===== config.mk =====
export PLATFORM = sky130hd
export DESIGN_NAME = tsc_lane_flip
export DESIGN_NICKNAME = d
export VERILOG_FILES = /design/src/verilog/tsc_lane_flip.v
export SDC_FILE = /design/constraint.sdc
export NUM_CORES = 1
export LEC_CHECK = 0
export BUFFER_PORTS_ARGS = -buffer_cell sky130_fd_sc_hd__buf_2
export CORE_MARGIN = 2
export CORE_UTILIZATION = 42
export DETAILED_ROUTE_END_ITERATION = 8
export PLACE_DENSITY = 0.77
export SLEW_MARGIN = 25
export SYNTH_ARGS = -nofsm -noshare
export SYNTH_HDL_FRONTEND = slang
export SYNTH_SLANG_ARGS = --single-unit

===== constraint.sdc =====
create_clock -name clk_sys_i -period 0.8 [get_ports clk_sys_i]
set_clock_uncertainty 0.2 [all_clocks]
set_input_delay 0.08 -clock clk_sys_i [delete_from_list [all_inputs] [get_ports clk_sys_i]]
set_output_delay 0.08 -clock clk_sys_i [all_outputs]
set_load 0.005 [all_outputs]

===== src/verilog/tsc_lane_flip.v =====
`timescale 1ns/1ps
`default_nettype none

// ==========================================================
// one lane's polarity flip, registered output
module tsc_lane_flip #(
  parameter WIDTH = 32
) (
  input wire clk_sys_i,
  input wire resetn_i,
  input wire flip_i,
  input wire [WIDTH-1:0] data_i,
  output wire [WIDTH-1:0] data_o
);
  reg [WIDTH-1:0] data_q;

  always @(posedge clk_sys_i or negedge resetn_i) begin
    if (!resetn_i) begin
      data_q <= {WIDTH{1'b0}};
    end else begin
      data_q <= data_i ^ {WIDTH{flip_i}};
    end
  end

  assign data_o = data_q;
endmodule // tsc_lane_flip

`default_nettype wire


* Word-level counts from Yosys, hierarchy flattened
Cells that the tools add are included.
** Word-level totals
- Logic and storage cells :: 2
- Register bits after elaboration :: 32
** Operators by class
- Bitwise gates (word level) :: 1
** Operator list (number)
- 32-bit bitwise XOR :: 1

* Longest topological paths before layout
- Word-level depth :: 1
- Gate-level depth with buffers :: 3
- Mapped depth without buffers :: 1

* Least setup slack after synthesis
Ideal clock, no wire load.
- Path type :: in2reg
- Start :: input flip_i
- End :: register data_q[0], in the netlist data_o[0]
- Cell stages on the path :: 3
- Arrival time :: 0.483 ns
- Path slack :: -0.004 ns
- Setup time :: 0.121 ns
- Buffers on the path :: 2
- Cells stage by stage :: buf_6 buf_12 xor2_1
** Between the ends
- Cells in the longest elaborated chain, start to end :: 1
** Ends and longest elaborated chain
- start, declared :: RTL line 11 : input wire flip_i,
- 32-bit bitwise XOR :: RTL line 21 : data_q <= data_i ^ {WIDTH{flip_i}};
- end signal, assigned :: RTL line 19 : data_q <= {WIDTH{1'b0}};
- end signal, assigned :: RTL line 21
- end, declared :: RTL line 15 : reg [WIDTH-1:0] data_q;
No other way between the ends.

* Final worst setup path
- Start :: register data_q[17], in the netlist data_o[17]
- End :: output data_o[17]
** RTL lines
- end, declared :: RTL line 13 : output wire [WIDTH-1:0] data_o
No word-level cell between the ends.

==> results_dict.tcl <==
set metrics [dict create \
    synthXorXnorAreaFrac 0.2432 \
    violations "hold timing, setup timing" \
    num_antenna_cells 0 \
    drc_errors 0 \
    core_area_um2 2545 \
    yosys.area_share.simple 0 \
    fin_crit_sh 1.378 \
    drive_above_1_share 0.5282 \
    fp.dieH_um 56.38 \
    antenna_found_initial 0 \
    finalWirelength_um 2001 \
    synthMuxAreaShare 0 \
    cpMaxStageDelayCell "dfrtp_1" \
    critical_path.endpoint_type "output port" \
    synth-adder-area-share 0 \
    pin_count 67 \
    finish.utilization 0.6200 \
    synth_nets 103 \
    design.die.area_um2 3179 \
    clockPowerShare 0.288 \
    powerDensity_nw_per_um2 2048 \
    postCtsSetupBuffers 0 \
    max_cap_violations 0 \
    grt_pass1_vias 775 \
    comb_power_share 0.150 \
    synthDistinctLibCells 4 \
    syn_area_per_cell_um2 16.95 \
    initial_core_util 0.4528 \
    p_switching_w 0.0007593 \
    routedWlPerCell_um 11.63 \
    status "complete, but fails checks" \
    min_period_ns 1.103 \
    total_power_w 0.003232 \
    gp_congestion 0.6533 \
    seqPwrFrac 0.561 \
    switching_share 0.2350 \
    setup_viol 32 \
    worstMarginPinSlew_ns 0.1658 \
    setup_slack_ns -0.3026 \
    synth_compound_area_frac 0 \
    numCtsBuffers 5 \
    tritoncts "done" \
    relSlewSlack 0.8895 \
    die_x_um 56.38 \
    synth-seq-cells 32 \
    path_clk_slew_ns 0.09 \
    rsz0062_at_grt "yes" \
    worstSetupStartpointType "flip-flop" \
    yosys_warnings 0 \
    cts_buffer_depth 2 \
    grt_max_degree 33 \
    cp_cell_sequence "buf_2" \
    required_ns 0.52 \
    critPathMaxFanout 1 \
    leakage_nw 0.8343 \
    yosys.area.top_type_share 0.6949 \
    max_freq_mhz 906.9 \
    syn_area_um2 1152 \
    ctsHoldBuffers 1 \
    vias 729 \
    rows 18 \
    cp_top_family "flip-flops" \
    largest_reg_flops 32 \
    port_buffers 66 \
    holdWs_ns -0.2742 \
    area_growth_pct 36.92 \
    cts_sinks 32 \
    hold_path_class "primary input to flip-flop" \
    synth_top_family_by_area "XOR/XNOR gates" \
    crit_type "flip-flop to output port" \
    h-tree-depth 2 \
    synth_area_leaders "dfrtp_1 (69%), xor2_1 (24%), buf_12 (5.2%)" \
    critical_path_arrival_ns 0.82 \
    nets 176 \
    ys_seq_area_frac 0.6949 \
    yosysTopAreaCell "dfrtp_1" \
    grt.overflow.total 0 \
    peakVddDrop_mv 1.556 \
    grt_pass1_wl_um 3318 \
    drt-initial-drc-count 11 \
    cpPeakStageDelay_ns 0.38 \
    vias_per_cell 4.238 \
    p_int_w 0.002472 \
    synthCells 68 \
    maxSlewViolCount 0 \
    finalHoldViolCount 32 \
    ant_nets 0 \
    dr.pass1.iters 3 \
    track_usage 0.1473 \
    root_buffer "clkbuf_4" \
    cp_num_buf_inv 1 \
    fillers 232 \
]
[final cells by class]
class,count,area [um2],area share
clock buffer,8,58.81,0.03727
multi-input combinational,32,280.3,0.1776
sequential,32,800.8,0.5075
tap,30,37.54,0.02379
timing repair buffer,70,400.4,0.2538
[stage by stage]
step	setup WS (ns)	std cells	setup TNS [ns]	cell area (um2)
floorplan	0.000001665	68	0	1156
global placement	-0.06800	163	-1.684	1509
detailed placement	-0.07966	163	-1.971	1509
CTS	-0.3227	172	-9.736	1578
global route	-0.3651	172	-11.14	1578
finish	-0.3026	172	-9.032	1578
[synthesized netlist by cell type, drive strengths merged]
| library cell | number |
|---|---|
| xor2 | 32 |
| dfrtp | 32 |
| buf | 4 |
[routing by layer]
metal  wire length [um]  part of all wire  GRT usage
met1                688              0.34     0.1386
met2               1009              0.50     0.2370
met3                293              0.15     0.1152
met4                 10            0.0050    0.06122
met5                  0                 0          0
[placed cells by master (no fill, tap or decap)]
| master | count |
|---|---|
| dfrtp_1 | 32 |
| clkbuf_4 | 5 |
| clkbuf_8 | 1 |
| xor2_1 | 32 |
| buf_2 | 66 |
| dlygate4sd3_1 | 1 |
| clkbuf_1 | 2 |
| buf_12 | 3 |
[power groups by stage]
stage	sequential (W)	clock, W	combinational, W
floorplan	0.00188	0	0.000163
global placement	0.00184	0	0.000481
detailed placement	0.00185	0	0.000496
CTS	0.00182	0.000967	0.000501
global route	0.00183	0.00106	0.000543
finish	0.00181	0.000931	0.000486
[path summary, 6_finish.rpt]
path	startpoint	to	slack, ns	cells past startpoint
worst max-delay path	data_o[17]	data_o[17]	-0.30	1
worst min-delay path	data_i[3]	data_o[3]	-0.27	2
max in group asynchronous	resetn_i	data_o[23]	0.19	3
min in group asynchronous	resetn_i	data_o[30]	0.04	3
[timing repair]
item | 4_1_cts | 5_1_grt
resized for setup | 0 | 0
setup endpoints to repair | 32 | 32
endpoints found under the hold margin | 64 | 32
pin swaps | 0 | 0
[cell families after synthesis]
family	Yosys count
DFF	32
buffers and inverters	4
xor gates and xnor gates	32
Note: power is estimated with default switching activity, not from simulation.
